## src/rtl/adc_port_pkg.sv

```systemverilog
/*
 Package of constants for the converter's parallel host port.
 Assumes one system clock; host pins and the pacing clock arrive asynchronously.
*/
// Function
// - the port is selected only while select_low_n is low and select_high is high.
// - the data bus is 12 bits, bidirectional, released when idle, bit 0 least significant.
// - during a register write the top two data lines carry the register address.
// - the write strobe is configurable as a combined read/write line or a write-only strobe.
// - in write-only mode a low write strobe marks a write and the read strobe marks reads.
// - the read strobe is honoured only in write-only mode and ignored otherwise.
// - in multichannel operation the sync output marks the read of the first channel's result.
// - conversions are paced by the external pacing clock.
// - a bit of control register 0 selects the internal or external reference.
// - each falling pacing edge starts a conversion and its result appears five edges later.
// - sync is active low for the first channel and stays high in single-channel mode.
// - a read is qualified only after the first write, with both selects and the read strobe (write-only mode) or a high write strobe active.
package adc_port_pkg;
   localparam int DATA_W = 12;
   localparam int PIPE_LAT = 5;
   localparam int FIFO_DEPTH = 16;
   localparam logic [1:0] ADDR_CR0 = 2'h0;
   localparam logic [1:0] ADDR_CR1 = 2'h1;
   localparam int ADDR_HI = 11;
   localparam int ADDR_LO = 10;
   // control register 0 fields
   localparam int CR0_EXTREF_BIT = 0;
   localparam int CR0_CHAN_LO = 1;
   localparam int CR0_CHAN_HI = 2;
   // control register 1 fields
   localparam int CR1_WRONLY_BIT = 0;
   localparam int CR1_SYNCRST_BIT = 1;
   localparam logic [9:0] CR0_RESET = 10'h000;
   localparam logic [9:0] CR1_RESET = 10'h000;
endpackage : adc_port_pkg

```

## src/rtl/adc_parallel_host_port.sv

```systemverilog
/*
 Parallel host port of a four-input sampling converter: selects, strobes,
 12-bit data bus split into in/out/enable, control registers, sync marker,
 pacing-clock driven result pipeline and output FIFO.
 Assumes host pins and the pacing clock are asynchronous to clk and that
 clk is several times faster than the pacing clock.
*/
`timescale 1ns/1ps
`default_nettype none
module adc_parallel_host_port
   import adc_port_pkg::*;
#(
   parameter int LATENCY = adc_port_pkg::PIPE_LAT
) (
   // clock and reset
   input wire logic clk,
   input wire logic sys_rst,
   // host selects and strobes
   input wire logic select_low_n,
   input wire logic select_high,
   input wire logic readStrobe_n,
   input wire logic writeStrobe,
   // data bus, enable low while driving
   input wire logic [adc_port_pkg::DATA_W-1:0] dataIn,
   output logic [adc_port_pkg::DATA_W-1:0] dataOut,
   output logic dataOe_n,
   // conversion side
   input wire logic sample_pacing_clock,
   input wire logic [adc_port_pkg::DATA_W-1:0] sampleCode,
   // status and configuration out
   output logic sync_n,
   output logic useExtRef,
   output logic [1:0] chanCount,
   output logic initDone,
   output logic fifoOverflow
);
   import adc_port_pkg::*;

   // two-flop synchronisers for pins
   logic [4:0] pinMeta;
   logic [4:0] pinSync;
   logic [DATA_W-1:0] dataMeta;
   logic [DATA_W-1:0] dataSync;
   always_ff @(posedge clk or posedge sys_rst) begin
      if (sys_rst) begin
         pinMeta <= 5'h03;
         pinSync <= 5'h03;
         dataMeta <= '0;
         dataSync <= '0;
      end else begin
         pinMeta <= {sample_pacing_clock, select_high, select_low_n, readStrobe_n, writeStrobe};
         pinSync <= pinMeta;
         dataMeta <= dataIn;
         dataSync <= dataMeta;
      end
   end
   wire wrS = pinSync[0];
   wire rdS_n = pinSync[1];
   wire csLoS_n = pinSync[2];
   wire csHiS = pinSync[3];
   wire pacingS = pinSync[4];

   logic [9:0] ctrl0;
   logic [9:0] ctrl1;
   logic wrPrev;
   logic readPrev;
   logic pacingPrev;

   wire selected = !csLoS_n && csHiS;
   wire writeOnly = ctrl1[CR1_WRONLY_BIT];
   // combined mode: writeStrobe high = read, low = write
   wire readActive = writeOnly ? !rdS_n : wrS;
   wire writeLevel = writeOnly ? !wrS : !wrS;
   // until the first write the strobe mode is unknown, so reads wait for init
   wire readQual = selected && readActive && initDone;
   wire writeQual = selected && writeLevel && !(initDone && readActive);
   wire writeStart = writeQual && !wrPrev;
   wire readEnd = readPrev && !readQual;
   wire [1:0] regAddr = dataSync[ADDR_HI:ADDR_LO];
   wire pacingFall = pacingPrev && !pacingS;

   always_ff @(posedge clk or posedge sys_rst) begin
      if (sys_rst) begin
         ctrl0 <= CR0_RESET;
         ctrl1 <= CR1_RESET;
         initDone <= 1'b0;
         wrPrev <= 1'b0;
         readPrev <= 1'b0;
         pacingPrev <= 1'b0;
      end else begin
         wrPrev <= writeQual;
         readPrev <= readQual;
         pacingPrev <= pacingS;
         if (writeStart) begin
            initDone <= 1'b1;
            if (regAddr == ADDR_CR0) ctrl0 <= dataSync[9:0];
            if (regAddr == ADDR_CR1) ctrl1 <= dataSync[9:0];
         end
      end
   end

   // pipeline of LATENCY stages on pacing edges, tagged with channel index
   logic [DATA_W-1:0] pipeData [LATENCY];
   logic [1:0] pipeChan [LATENCY];
   logic [LATENCY-1:0] pipeValid;
   logic [1:0] chanIdx;
   wire [1:0] chanMax = ctrl0[CR0_CHAN_HI:CR0_CHAN_LO];
   wire syncReset = writeStart && regAddr == ADDR_CR1 && dataSync[CR1_SYNCRST_BIT];
   always_ff @(posedge clk or posedge sys_rst) begin
      if (sys_rst) begin
         chanIdx <= '0;
         pipeValid <= '0;
      end else if (syncReset) begin
         chanIdx <= '0;
         pipeValid <= '0;
      end else if (pacingFall) begin
         chanIdx <= (chanIdx == chanMax) ? 2'h0 : chanIdx + 2'h1;
         pipeValid <= {pipeValid[LATENCY-2:0], 1'b1};
      end
   end
   genvar g;
   generate
      for (g = 0; g < LATENCY; g++) begin : gStage
         always_ff @(posedge clk) begin
            if (pacingFall) begin
               pipeData[g] <= (g == 0) ? sampleCode : pipeData[(g == 0) ? 0 : g-1];
               pipeChan[g] <= (g == 0) ? chanIdx : pipeChan[(g == 0) ? 0 : g-1];
            end
         end
      end
   endgenerate
   wire resultValid = pacingFall && pipeValid[LATENCY-1];

   // FIFO: word = {channel, code}
   logic fifoInReady;
   logic fifoOutValid;
   logic [DATA_W+1:0] fifoOutData;
   sample_fifo #(.WIDTH(DATA_W+2), .DEPTH(FIFO_DEPTH)) uFifo (
      .clk(clk),
      .sys_rst(sys_rst),
      .inValid(resultValid),
      .inReady(fifoInReady),
      .inData({pipeChan[LATENCY-1], pipeData[LATENCY-1]}),
      .outValid(fifoOutValid),
      .outReady(readEnd),
      .outData(fifoOutData)
   );

   wire multiChan = (chanMax != 2'h0);
   wire firstChan = fifoOutData[DATA_W+1:DATA_W] == 2'h0;
   always_ff @(posedge clk or posedge sys_rst) begin
      if (sys_rst) begin
         dataOut <= '0;
         dataOe_n <= 1'b1;
         sync_n <= 1'b1;
         useExtRef <= 1'b0;
         chanCount <= 2'h0;
         fifoOverflow <= 1'b0;
      end else begin
         dataOut <= fifoOutData[DATA_W-1:0];
         dataOe_n <= !readQual;
         sync_n <= !(multiChan && fifoOutValid && firstChan);
         useExtRef <= ctrl0[CR0_EXTREF_BIT];
         chanCount <= chanMax;
         fifoOverflow <= fifoOverflow || (resultValid && !fifoInReady);
      end
   end
endmodule : adc_parallel_host_port
`default_nettype wire

```

## src/rtl/sample_fifo.sv

```systemverilog
/*
 Sample FIFO in flip-flops with valid/ready on both sides.
 Assumes a single clock domain.
*/
`timescale 1ns/1ps
`default_nettype none
module sample_fifo #(
   parameter int WIDTH = 12,
   parameter int DEPTH = 16
) (
   // clock and reset
   input wire logic clk,
   input wire logic sys_rst,
   // write side
   input wire logic inValid,
   output logic inReady,
   input wire logic [WIDTH-1:0] inData,
   // read side
   output logic outValid,
   input wire logic outReady,
   output logic [WIDTH-1:0] outData
);
   localparam int AW = $clog2(DEPTH);
   logic [WIDTH-1:0] mem [DEPTH];
   logic [AW-1:0] wrPtr;
   logic [AW-1:0] rdPtr;
   logic [AW:0] count;
   wire push = inValid && inReady;
   wire pop = outValid && outReady;
   assign inReady = (count != (AW+1)'(DEPTH));
   assign outValid = (count != '0);
   assign outData = mem[rdPtr];
   always_ff @(posedge clk or posedge sys_rst) begin
      if (sys_rst) begin
         wrPtr <= '0;
         rdPtr <= '0;
         count <= '0;
      end else begin
         if (push) wrPtr <= (wrPtr == AW'(DEPTH-1)) ? '0 : wrPtr + 1'b1;
         if (pop) rdPtr <= (rdPtr == AW'(DEPTH-1)) ? '0 : rdPtr + 1'b1;
         count <= count + (AW+1)'(push) - (AW+1)'(pop);
      end
   end
   always_ff @(posedge clk) begin
      if (push) mem[wrPtr] <= inData;
   end
endmodule : sample_fifo
`default_nettype wire

```

## config.mk

```make
export PLATFORM = sky130hd
export DESIGN_NAME = adc_parallel_host_port
export DESIGN_NICKNAME = d
export VERILOG_FILES = /design/src/rtl/adc_port_pkg.sv /design/src/rtl/adc_parallel_host_port.sv /design/src/rtl/sample_fifo.sv
export SDC_FILE = /design/constraint.sdc
export NUM_CORES = 1
export LEC_CHECK = 0
export ABC_CLOCK_PERIOD_IN_PS = 3320
export BUFFER_PORTS_ARGS = -buffer_cell sky130_fd_sc_hd__buf_4
export CORE_MARGIN = 2
export CORE_UTILIZATION = 40
export CTS_CLUSTER_SIZE = 20
export DETAILED_ROUTE_END_ITERATION = 7
export PLACE_DENSITY = 0.62
export SLEW_MARGIN = 30
export SYNTH_ARGS = -nofsm -noshare
export SYNTH_HDL_FRONTEND = slang
export SYNTH_SLANG_ARGS = --single-unit
```

## constraint.sdc

```tcl
create_clock -name clk -period 3.32 [get_ports clk]
set_input_delay 0.498 -clock clk [delete_from_list [all_inputs] [get_ports clk]]
set_output_delay 0.498 -clock clk [all_outputs]
set_load 0.02 [all_outputs]
```

# ---- Word level (Yosys, flattened, before mapping)
# Memory sizes are Yosys's and may differ from the RTL's.
# Index checks and enable logic that the tools add are counted.
dict set report classes {
  muxes 12
  n_addsub 5
  bitwise 0
  mul 0
  order_cmp 0
  shifts 0
  div 0
  n_reduce_logical 34
  n_eq_ne 5
}
# op count
set ops {}
lappend ops {{$logic_and A1 B1 Y1} 17}
lappend ops {{$mux W5} 2}
lappend ops {{$logic_not A1 Y1} 9}
lappend ops {{$add A4 B1 Y4 const B} 2}
lappend ops {{$eq A4 B4 Y1 const B} 2}
lappend ops {{$mux W4} 2}
lappend ops {{$mux W2} 3}
lappend ops {{$add A5 B1 Y5} 1}
lappend ops {{$mux W1} 5}
lappend ops {{$ne A5 B5 Y1 const B} 1}
lappend ops {{$reduce_bool A5 Y1} 1}
lappend ops {{$sub A5 B1 Y5} 1}
lappend ops {{$logic_not A2 Y1} 2}
lappend ops {{$reduce_and A2 Y1} 2}
lappend ops {{$reduce_bool A2 Y1} 2}
lappend ops {{$add A2 B1 Y2 const B} 1}
lappend ops {{$eq A2 B1 Y1 const B} 1}
lappend ops {{$eq A2 B2 Y1} 1}
lappend ops {{$logic_or A1 B1 Y1} 1}
dict set report word_totals {
  reg_bits 80
  inputBits 31
  ramBits 294
  output_inout_bits 19
  latchBits 0
  rom_bits 0
  n_memories 3
}
# memory words width read_ports rd_ports_with_merged_regs write_ports line_no
set memory_table {}
lappend memory_table {uFifo.mem 16 14 1 0 1 sample_fifo.sv:24} ;# logic [WIDTH-1:0] mem [DEPTH];
lappend memory_table {pipeData 5 12 5 0 5 adc_parallel_host_port.sv:103} ;# logic [DATA_W-1:0] pipeData [LATENCY];
lappend memory_table {pipeChan 5 2 5 0 5 adc_parallel_host_port.sv:104} ;# logic [1:0] pipeChan [LATENCY];

# ---- Depth between registers and ports, before layout
# Gate-level depths: netlist of the first run.
dict set report depth {
  depth_word 9
  depth_mapped 15
  depth_no_buf 14
}

# ---- Modules after synthesis
# A second synthesis of the first run with hierarchy kept.
dict set report unflattened {
  cells_unflattened 679
  hier_area_um2 13240.2
}
# mod cells_each seq_area_each_um2 n_inst area_per_inst_um2
set modules_own_cells {}
lappend modules_own_cells {sample_fifo 504 7051.8 1 9467.8}
lappend modules_own_cells {adc_parallel_host_port 175 3435.8 1 3772.4}

# ---- Least setup slack after synthesis of the first run
# No wires, ideal clock.
dict set report synth_path {
  path_kind {flip-flop to flip-flop}
  startpoint {register pinSync[4]}
  endpoint {register uFifo.count[4]}
  arrival_ns 2.930
  t_required_ns 3.240
  n_path_buf 1
  period_less_slack_ns 3.010
  path_slack_ns 0.310
  stages_incl_launch_ff 13
  path_cell_list {dfrtp_1 nand2b_1 buf_2 inv_2 nand3_1 inv_2 ha_1 inv_1 fa_1 inv_1 a21oi_1 o21bai_1 xnor2_1}
}
dict set report synth_between {
  elab_chain_len 6
}
# element line_no
set synth_lines {}
lappend synth_lines {{start, declared} adc_parallel_host_port.sv:41} ;# logic [4:0] pinSync;
lappend synth_lines {{start signal, assigned} adc_parallel_host_port.sv:52} ;# pinSync <= pinMeta;
lappend synth_lines {{$logic_not A1 Y1} adc_parallel_host_port.sv:80} ;# wire pacingFall = pacingPrev && !pacingS;
lappend synth_lines {{$logic_and A1 B1 Y1} adc_parallel_host_port.sv:80}
lappend synth_lines {{named net pacingFall} adc_parallel_host_port.sv:80}
lappend synth_lines {{$logic_and A1 B1 Y1} adc_parallel_host_port.sv:132} ;# wire resultValid = pacingFall && pipeValid[LATENCY-1];
lappend synth_lines {{$logic_and A1 B1 Y1} sample_fifo.sv:28} ;# wire push = inValid && inReady;
lappend synth_lines {{named net uFifo.push} sample_fifo.sv:28}
lappend synth_lines {{$add A5 B1 Y5} sample_fifo.sv:41} ;# count <= count + (AW+1)'(push) - (AW+1)'(pop);
lappend synth_lines {{$sub A5 B1 Y5} sample_fifo.sv:41}
lappend synth_lines {{end signal, assigned} sample_fifo.sv:41}
lappend synth_lines {{end, declared} sample_fifo.sv:27} ;# logic [AW:0] count;
# The timed path passes the listed nets, and every way through them passes these cells.
# A chain may end at the register's enable or synchronous reset.

# ---- Worst setup path after layout of the first run
dict set report layout_path {
  startpoint {register uFifo.count[3]}
  endpoint {register uFifo.count[4]}
}
dict set report layout_between {
  elab_chain_len 4
  word_cells_on_any_way 6
  cone_classes {2 x add/sub; 1 x eq/ne; 3 x reduce/logical}
}
# element line_no
set layout_lines {}
lappend layout_lines {{$ne A5 B5 Y1} sample_fifo.sv:30} ;# assign inReady = (count != (AW+1)'(DEPTH));
lappend layout_lines {{$logic_and A1 B1 Y1} sample_fifo.sv:28}
lappend layout_lines {{$add A5 B1 Y5} sample_fifo.sv:41}
lappend layout_lines {{$sub A5 B1 Y5 (*)} sample_fifo.sv:41}
# Mark *: on every way between the ends. The rest lies on a longest branch, timed or not.

==> reports/metrics.csv, run 1 <==
stage,metric,value,unit
floorplan,core area,32400,sq um
layout,"most common cell after layout, fill and taps aside",edfxtp_1,
timing,Slew headroom,0.369,
timing,fin crit share,0.834,
cts,H-tree depth,2,
worst_setup_path,crit path DAT,3200,ps
floorplan,Die ar.,34200,sq um
timing,final hold vios,0,
synth,Synth Instances,673,
cts,"CTS clk-pin slew, worst paths",60,ps
timing,Slew Limit Fails,0,
timing,Setup-failing EPs final,0,
synth,"FF+latch count, synth",360,
synth,ys async rst share,0.183,
timing,top achievable clock speed,361,MHz
cts,TritonCTS clock tree,done,
worst_setup_path,flop2flop setup slack,550,ps
synth,Synthesized Nets,716,
worst_setup_path,CP startpoint kind,flop,
cts,clk sinks,360,
pwr,VDD IR max,417,uV
timing,Tmin final,2770,ps
detailed_routing,Iter 0 DRT Violations,460,
worst_setup_path,CP Capture Type,flop,
detailed_routing,Routed Antenna Nets,0,
job,max cap viols,0,
cts,CTS root buf,clkbuf_16,
floorplan,Die Wd,185,um
worst_setup_path,Worst R2R Start,uFifo.count[3],
grt,pin count of the biggest net entering global routing,78,
pwr,power per cell area,787,nW/um^2
detailed_routing,final WL,23700,um
worst_setup_path,"Req. time, crit path",3750,ps
synth,"Top FF cell, synth",edfxtp_1,
layout,# diodes,0,
synth,YS warnings,0,
run_status,status,completed,
detailed_routing,drt pass-1 iters,5,
hold_path,Min-Delay Path Class,in -> async,
grt,first-pass GRT wire length,36100,um
layout,nets@finish,799,
layout,"Core Util, Final",0.474,
pwr,LEAKAGE,5.45,nW
worst_setup_path,maximum fanout along the worst path,4,
timing,Worst Skew,13.6,ps
cts,setup bufs post-CTS,0,
worst_setup_path,Worst Reg-to-Reg Cells,14,
layout,share of cells above drive strength 1,0.218,
cts,CTS Buf Count,38,
timing,Setup TNS,0,ps
detailed_routing,WL/cell,19.3,um
floorplan,Initial Util,0.405,
detailed_routing,DR vias/cell,4.95,
floorplan,FP Rows,66,
timing,RSZ-0062 raised after global routing,false,
cts,hold-fix buffers at CTS,0,
cts,deepest clock path buffer count,3,
synth,Post-synth EDFFs,294,
layout,most frequent cells in the layout,"294 x edfxtp_1, 68 x buf_4, 59 x dfrtp_1",
place,Final GP Congestion,0.725,
cts,worst-skew pair later-pin latency,510,ps
grt,initial antenna violation count,0,
grt,gr ovfl total,0,
synth,Syn Std Cell Area,13100,sq um
cts,Post-CTS Resized,0,
grt,vias in the first global route,6016,
synth,register area share after synthesis,0.800,
floorplan,Die Y,185,um
place,input/output buffers,42,
synth,Synth Area per Inst,19.5,sq um
place,Post-DP HPWL,14000,um
floorplan,IO Pins,50,
grt,Tot GR Track Use,0.143,
layout,Area Growth Syn to Fin,17.0,%
timing,Worst-Margin Slew,946,ps
worst_setup_path,CP Class,reg -> reg,
detailed_routing,DRC errors left,0,
synth,synth unique cells,50,
detailed_routing,via count,6075,
worst_setup_path,R2R Path End,uFifo.count[4],
[registers in the layout (all words and copies together), names as in the netlist, 2 cells and up]
name,flops
chanCount,2
chanIdx,2
ctrl0,3
dataMeta,5
dataOut,12
dataSync,5
pinMeta,5
pinSync,5
pipeChan,10
pipeData,60
pipeValid,5
uFifo.count,5
uFifo.mem,224
uFifo.rdPtr,4
uFifo.wrPtr,4
[layer usage]
| layer | up-vias | GRT usage | wire length [um] |
|---|---|---|---|
| met3 | 31 | 0.0277 | 1040 |
| li1 | 2815 | - | - |
| met4 | 0 | 0.0514 | 570 |
| met5 | - | 0 | 0 |
| met2 | 140 | 0.234 | 11500 |
| met1 | 3089 | 0.192 | 10600 |
[stage by stage]
step	worst slack, ps	instance area [sq um]	hold WS [ps]	cells	total power (W)
6_report	552	15300	56.8	1227	0.0121
5_1_grt	206	15300	63.2	1227	0.0127
4_1_cts	526	15300	61.5	1227	0.0122
3_5_place_dp	529	14000	335	1158	0.00789
3_3_place_gp	564	14000	333	1158	0.00785
2_1_floorplan	310	13100	331	673	0.00718
[critical path: stages (launching register included)]
cell and delay, ps:
dfrtp_1 380, inv_1 80, ha_1 150, nor4b_1 320
nor2b_1 120, and2_1 230, ha_1 300, inv_1 50
ha_1 150, inv_1 60, fa_1 430, inv_1 70
a21oi_1 60, o21bai_1 150, xnor2_1 130
[worst max-delay path by stage]
stage	to	from	cells past startpoint	slack (ps)
2_1_floorplan	uFifo.count[4]	pinSync[4]	12	310
5_1_grt	uFifo.count[4]	uFifo.count[2]	14	210
4_1_cts	uFifo.count[4]	uFifo.count[3]	14	530
3_3_place_gp	uFifo.count[4]	uFifo.count[3]	14	560
6_report	uFifo.count[4]	uFifo.count[3]	14	550
3_5_place_dp	uFifo.count[4]	uFifo.count[3]	14	530
[report_power, final]
part | switching [W] | internal [W]
logic | 0.00118 | 0.00107
registers | 0.000349 | 0.00516
clock network | 0.00164 | 0.00267
[cells by family after synthesis]
group	synth area share
XOR/XNOR	0.00468
adder cells (fa/ha/maj)	0.0120
multiplexers	0.0848
flip-flops	0.800
buffers and inverters	0.0179
AND/OR/NAND/NOR	0.0338
AO/OA/AOI/OAI	0.0468
[cell usage after synthesis (11+ instances only)]
master | n | area, sq um
a22oi_1 | 13 | 97.6
dfrtp_1 | 60 | 1500
and2_1 | 18 | 113
o21ai_0 | 16 | 80.1
inv_1 | 18 | 67.6
nor2_1 | 15 | 56.3
a221oi_1 | 24 | 210
mux4_2 | 25 | 563
mux2i_1 | 48 | 480
ha_1 | 11 | 138
edfxtp_1 | 294 | 8830
nand2_1 | 24 | 90.1
[area by class of cell]
cell class	count	area [sq um]
fill	2730	17000
sequential	360	10500
tap	442	553
multi-input combinational	266	2390
clock inverter	19	254
timing repair buffer	70	542
inverter	20	76.3
clock buffer	50	1040
(Power assumes the default switching activity.)
==> run 2, diff against run 1 <==
- ABC_CLOCK_PERIOD_IN_PS: 3320 -> 2590
- clock period: 3.32 -> 2.59 ns (I/O delays scaled with it)
==> reports/metrics.csv, run 2 (synthesis results as in run 1) <==
stage,metric,value,unit,change
run_status,status,completed,,
timing,Slew Limit Fails,0,,unchanged
pwr,sequential share of power,0.445,,-0.012
detailed_routing,met1 WL,10300,um,-2.8%
cts,deepest clock path buffer count,3,,unchanged
timing,PnR worst setup slack,161,ps,-391 ps
detailed_routing,final WL,24100,um,+1.8%
detailed_routing,DRC errors left,0,,unchanged
grt,first-pass GRT wire length,37300,um,+3.2%
cts,TritonCTS clock tree,done,,
place,Final GP Congestion,0.766,,+5.6%
pwr,Pint,0.0114,W,+28%
layout,biggest regs,"uFifo.mem (224), pipeData (60), dataOut (12)",,
layout,Area Growth Syn to Fin,19.9,%,
cts,CTS root buf,clkbuf_16,,
layout,"most common cell after layout, fill and taps aside",edfxtp_1,,
place,Post-DP HPWL,14400,um,+2.6%
worst_setup_path,CP Capture Type,flop,,
layout,Biggest register,uFifo.mem,,
detailed_routing,Routed Antenna Nets,0,,unchanged
worst_setup_path,delay of the slowest cell on the worst path,390,ps,-40 ps
worst_setup_path,crit path DAT,2830,ps,-370 ps
worst_setup_path,"Cell Chain, Critical Path",inv_2 > ha_4 > nor4b_4 > nor2b_1 > and2_4 > ha_4 > inv_2 > ha_2 > inv_2 > fa_2 > buf_4 > buf_4 > xnor2_1,,
layout,max reg flops,224,,unchanged
floorplan,Initial Util,0.405,,unchanged
floorplan,Die ar.,34200,sq um,unchanged
floorplan,core area,32400,sq um,unchanged
timing,Worst-Margin Slew,692,ps,-254 ps
job,max cap viols,0,,unchanged
detailed_routing,via count,6226,,+2.5%
worst_setup_path,"Slowest-stage cell, CP",dfrtp_1,,
floorplan,FP Rows,66,,unchanged
timing,Worst Skew,24.1,ps,+10.5 ps
worst_setup_path,CP startpoint kind,flop,,
layout,"Cell Count, Final, Fillers Out",1264,,+3.0%
layout,# diodes,0,,unchanged
detailed_routing,drt pass-1 iters,4,,-1
place,Post-Place Worst Slack,-44.7,ps,-574 ps
grt,pin count of the biggest net entering global routing,78,,unchanged
floorplan,IO Pins,50,,unchanged
grt,initial antenna violation count,0,,unchanged
detailed_routing,Top Layer Used,met4,,
layout,most frequent cells in the layout,"294 x edfxtp_1, 91 x buf_4, 58 x dfrtp_1",,
floorplan,Die Y,185,um,unchanged
pwr,sw power,0.00415,W,+31%
place,input/output buffers,42,,unchanged
timing,top achievable clock speed,412,MHz,+14%
grt,gr ovfl total,0,,unchanged
grt,Tot GR Track Use,0.147,,+0.00349
detailed_routing,metal3 WL,1550,um,+48%
cts,"CTS clk-pin slew, worst paths",60,ps,about the same
pwr,Comb power frac,0.211,,+0.025
worst_setup_path,flop2flop setup slack,160,ps,-390 ps
timing,Setup-failing EPs final,0,,unchanged
pwr,Clock power frac,0.344,,-0.014
layout,final instance area,15700,sq um,+2.4%
pwr,power per cell area,991,nW/um^2,+26%
timing,final hold vios,0,,unchanged
detailed_routing,DR vias/cell,4.93,,-0.51%
worst_setup_path,maximum fanout along the worst path,2,,-2
place,Cells after DPL,1172,,+1.2%
cts,CTS Buf Count,38,,unchanged
hold_path,Min-Delay Path Class,in -> reg,,
timing,fin crit share,0.938,,+0.104
cts,clk sinks,360,,unchanged
detailed_routing,met2 routed WL,11800,um,+2.4%
detailed_routing,WL/cell,19.1,um,-1.2%
detailed_routing,Iter 0 DRT Violations,454,,-1.3%
pwr,LEAKAGE,5.62,nW,+3.1%
timing,Tmin final,2430,ps,-339 ps
layout,nets@finish,837,,+4.8%
worst_setup_path,CP Class,reg -> reg,,
place,placed cell area,14200,sq um,+1.2%
worst_setup_path,"most used cell, CP",inv_2,,
pwr,VDD IR max,428,uV,+2.5%
grt,vias in the first global route,6378,,+6.0%
worst_setup_path,"Req. time, crit path",2990,ps,-760 ps
cts,worst-skew pair later-pin latency,520,ps,about the same
cts,H-tree depth,2,,unchanged
timing,Slew headroom,0.538,,+0.169
floorplan,Die Wd,185,um,unchanged
layout,share of cells above drive strength 1,0.254,,+0.0364
pwr,Switching Fraction,0.267,,+0.00407
## run 2: changes by cell type in the layout (fill, tap and decap cells not counted), sizes merged
| cell | before | now |
|---|---|---|
| dlygate4sd3 | 0 | 11 |
| clkinvlp | 2 | 3 |
| clkinv | 11 | 5 |
| clkbuf | 50 | 56 |
| bufinv | 6 | 4 |
| buf | 70 | 97 |
## run 2: stage by stage
stage | util | setup TNS (ps) | power, W | hold WS (ps)
after floorplan | - | 0 | 0.00921 | 331
after global placement | 0.439 | 0 | 0.0102 | 334
after detailed placement | 0.439 | -44.7 | 0.0103 | 336
after CTS | 0.484 | 0 | 0.0157 | 28.8
after global routing | 0.485 | -11.3 | 0.0163 | 29.6
final | 0.485 | 0 | 0.0156 | 47.7
## run 2: worst max-delay path, delay by kind of cell (launching register included)
family	cells	cell delay, ps
buffers and inverters	5	440
DFF	1	390
adders and majority gates	4	920
xor gates and xnor gates	1	110
and+or+nand+nor	3	450
## run 2: final timing paths
path                                start              to  depth (start not counted)
setup / recovery           uFifo.count[3]  uFifo.count[2]                         13
setup reg to reg           uFifo.count[3]  uFifo.count[2]                         13
hold / removal              sampleCode[2]  pipeData[0][2]                          1
max in group asynchronous         sys_rst      pinMeta[0]                          4
min in group asynchronous         sys_rst      pinSync[3]                          3
hold reg to reg               dataMeta[0]     dataSync[0]                          0
## run 2: timing repair
| action | CTS | global route |
|---|---|---|
| pin swaps | 1 | 6 |
| hold buffers | 11 | 0 |
| resized for setup | 4 | 10 |
| endpoints found under the setup margin | 1 | 29 |
| hold endpoints to repair | 23 | 0 |
| setup buffers | 11 | 3 |
## run 2: power groups by stage
stage	registers (W)	clock network [W]	logic, W
final	0.00694	0.00536	0.00328
after global routing	0.00699	0.00573	0.00362
after CTS	0.00695	0.00549	0.00327
after detailed placement	0.00706	0	0.00319
after global placement	0.00705	0	0.00316
after floorplan	0.00705	0	0.00216
## run 2: layout make-up
type / count / area [sq um]
inverters: 20 / 80.1
fillers: 2742 / 16700
clock buffers: 56 / 1060
multi-input cells: 266 / 2440
flip-flops and latches: 360 / 10500
repair buffers: 108 / 905
clock inverters: 12 / 181
well taps: 442 / 553
## run 2: routing by layer
layer,global-route usage,up-vias
met5,0,-
met4,0.0441,0
met3,0.0260,40
met2,0.242,151
met1,0.200,3149
li1,-,2886
==> run 3, diff against run 2 <==
==> constraint.sdc (replaced) <==
create_clock -name clk -period 2.59 [get_ports clk]
set_input_delay 0.1295 -clock clk [delete_from_list [all_inputs] [get_ports clk]]
set_output_delay 0.1295 -clock clk [all_outputs]
set_load 0.02 [all_outputs]
==> reports/metrics.csv, run 3 (synthesis results as in run 1) <==
stage,metric,value,unit,change
run_status,status,completed,,
worst_setup_path,"Req. time, crit path",3030,ps,+40 ps
worst_setup_path,"Cell Chain, Critical Path",nor2_1 > a2111o_1 > and2_4 > ha_1 > inv_1 > ha_2 > inv_2 > fa_2 > inv_2 > a21oi_2 > o21bai_1 > xnor2_1,,
layout,nets@finish,840,,+0.36%
detailed_routing,DR vias/cell,4.93,,about the same
pwr,sw power,0.00411,W,-0.89%
layout,Area Growth Syn to Fin,19.7,%,
hold_path,Min-Delay Path Class,in -> async,,
floorplan,Initial Util,0.405,,unchanged
worst_setup_path,"Slowest-stage cell, CP",dfstp_2,,
layout,FILL cells,2712,,-1.1%
layout,share of cells above drive strength 1,0.239,,-0.0152
worst_setup_path,"most used cell, CP",inv_2,,
worst_setup_path,maximum fanout along the worst path,3,,+1
floorplan,core area,32400,sq um,unchanged
worst_setup_path,delay of the slowest cell on the worst path,540,ps,+150 ps
worst_setup_path,CP Capture Type,flop,,
detailed_routing,via count,6240,,+0.22%
detailed_routing,Routed Antenna Nets,0,,unchanged
grt,gr ovfl total,0,,unchanged
pwr,power per cell area,984,nW/um^2,-0.72%
pwr,Switching Fraction,0.266,,about the same
pwr,Comb power frac,0.211,,about the same
pwr,LEAKAGE,5.62,nW,about the same
grt,vias in the first global route,6440,,+0.97%
pwr,VDD IR max,448,uV,+4.6%
timing,Slew headroom,0.550,,+0.0112
floorplan,Die Wd,185,um,unchanged
detailed_routing,WL/cell,18.7,um,-1.8%
place,input/output buffers,42,,unchanged
floorplan,Die Y,185,um,unchanged
floorplan,IO Pins,50,,unchanged
worst_setup_path,crit path DAT,2920,ps,+90 ps
pwr,Pint,0.0113,W,-0.87%
floorplan,FP Rows,66,,unchanged
detailed_routing,final WL,23700,um,-1.6%
layout,biggest regs,"uFifo.mem (224), pipeData (60), dataOut (12)",,
layout,Biggest register,uFifo.mem,,
place,Post-DP HPWL,14600,um,+1.5%
cts,CTS root buf,clkbuf_16,,
job,max cap viols,0,,unchanged
pwr,Clock power frac,0.339,,-0.005
layout,"most common cell after layout, fill and taps aside",edfxtp_1,,
layout,# diodes,0,,unchanged
grt,Tot GR Track Use,0.145,,-0.00146
timing,top achievable clock speed,403,MHz,-2.1%
layout,max reg flops,224,,unchanged
timing,final hold vios,0,,unchanged
layout,final instance area,15700,sq um,-0.16%
timing,Tmin final,2480,ps,+50.8 ps
worst_setup_path,CP Class,reg -> reg,,
detailed_routing,DRC errors left,0,,unchanged
cts,CTS Buf Count,38,,unchanged
cts,clk sinks,360,,unchanged
grt,first-pass GRT wire length,37200,um,-0.13%
timing,Slew Limit Fails,0,,unchanged
pwr,sequential share of power,0.450,,+0.005
floorplan,Die ar.,34200,sq um,unchanged
cts,"CTS clk-pin slew, worst paths",60,ps,about the same
grt,initial antenna violation count,0,,unchanged
cts,TritonCTS clock tree,done,,
place,Final GP Congestion,0.777,,+1.4%
detailed_routing,drt pass-1 iters,5,,+1
worst_setup_path,CP startpoint kind,flop,,
timing,Setup-failing EPs final,0,,unchanged
layout,most frequent cells in the layout,"294 x edfxtp_1, 84 x buf_4, 58 x dfrtp_1",,
detailed_routing,Iter 0 DRT Violations,427,,-5.9%
timing,fin crit share,0.957,,+0.0196
timing,Setup TNS,0,ps,unchanged
grt,pin count of the biggest net entering global routing,78,,unchanged
cts,worst-skew pair later-pin latency,520,ps,about the same
timing,Worst-Margin Slew,676,ps,-16.8 ps
cts,deepest clock path buffer count,3,,unchanged
cts,H-tree depth,2,,unchanged
timing,Worst Skew,16.5,ps,-7.65 ps
place,placed cell area,14200,sq um,-0.18%
-- run 3: changes by cell type in the layout (fill, tap and decap cells not counted), sizes merged --
cell and change:
clkbuf -3, bufinv -1, clkinv +5, buf -9
dlygate4sd3 +12, inv +1, clkinvlp -3
-- run 3: path summary, 6_finish.rpt --
check	startpoint	end	slack, ps	depth (start not counted)
setup / recovery	pinSync[0]	uFifo.count[4]	110	12
hold / removal	sys_rst	initDone	240	3
setup reg to reg	pinSync[0]	uFifo.count[4]	110	12
hold reg to reg	dataMeta[0]	dataSync[0]	350	0
max in group asynchronous	sys_rst	dataOut[4]	1630	4
min in group clk	dataIn[10]	dataMeta[10]	260	2
-- run 3: metal layers --
layer / GRT usage / vias to the layer above / wire (um)
met1: 0.195 / 3180 / 10500
met5: 0 / - / 0
li1: - / 2899 / -
met3: 0.0260 / 47 / 871
met2: 0.241 / 114 / 11800
met4: 0.0451 / 0 / 503
-- run 3: area by class of cell --
class                           count  area (sq um)  share of cell area
Sequential cell                   360         10500               0.669
Timing Repair Buffer              111           932              0.0594
Clock buffer                       53          1060              0.0677
Tap cell                          442           553              0.0352
Clock inverter                     14           145             0.00925
Inverter                           20          80.1             0.00510
Multi-Input combinational cell    266          2420               0.155
-- run 3: critical path: cells and delay by family (launching register included) --
kind	cells	cell delay [ps]
compound gates	3	520
xor+xnor	1	130
buf+inv	3	170
fa+ha+maj	3	840
simple gates	2	210
flops	1	540
-- run 3: what timing repair did --
item,CTS,global route
pin swaps,1,5
endpoints found under the hold margin,42,0
gates resized for setup,3,8
setup endpoints to repair,1,1
hold buffers,23,0
buffers inserted,0,4
-- run 3: stage by stage --
step / worst slack (ps) / utilization / hold WS (ps) / power, W / std cells
final: 110 / 0.485 / 242 / 0.0154 / 1266
after global routing: -12.8 / 0.485 / 250 / 0.0162 / 1266
after CTS: 16.2 / 0.483 / 243 / 0.0156 / 1262
after detailed placement: -35.1 / 0.438 / 239 / 0.0102 / 1172
after global placement: 50.2 / 0.438 / 239 / 0.0102 / 1172
after floorplan: 26.1 / - / 134 / 0.00921 / 673
-- run 3: power groups by stage --
stage                     Clock [W]  Combinational [W]  Sequential [W]
final                       0.00524            0.00325         0.00695
after global routing        0.00561            0.00359         0.00701
after CTS                   0.00538            0.00323         0.00696
after detailed placement          0            0.00318         0.00707
after global placement            0            0.00316         0.00706
after floorplan                   0            0.00216         0.00705
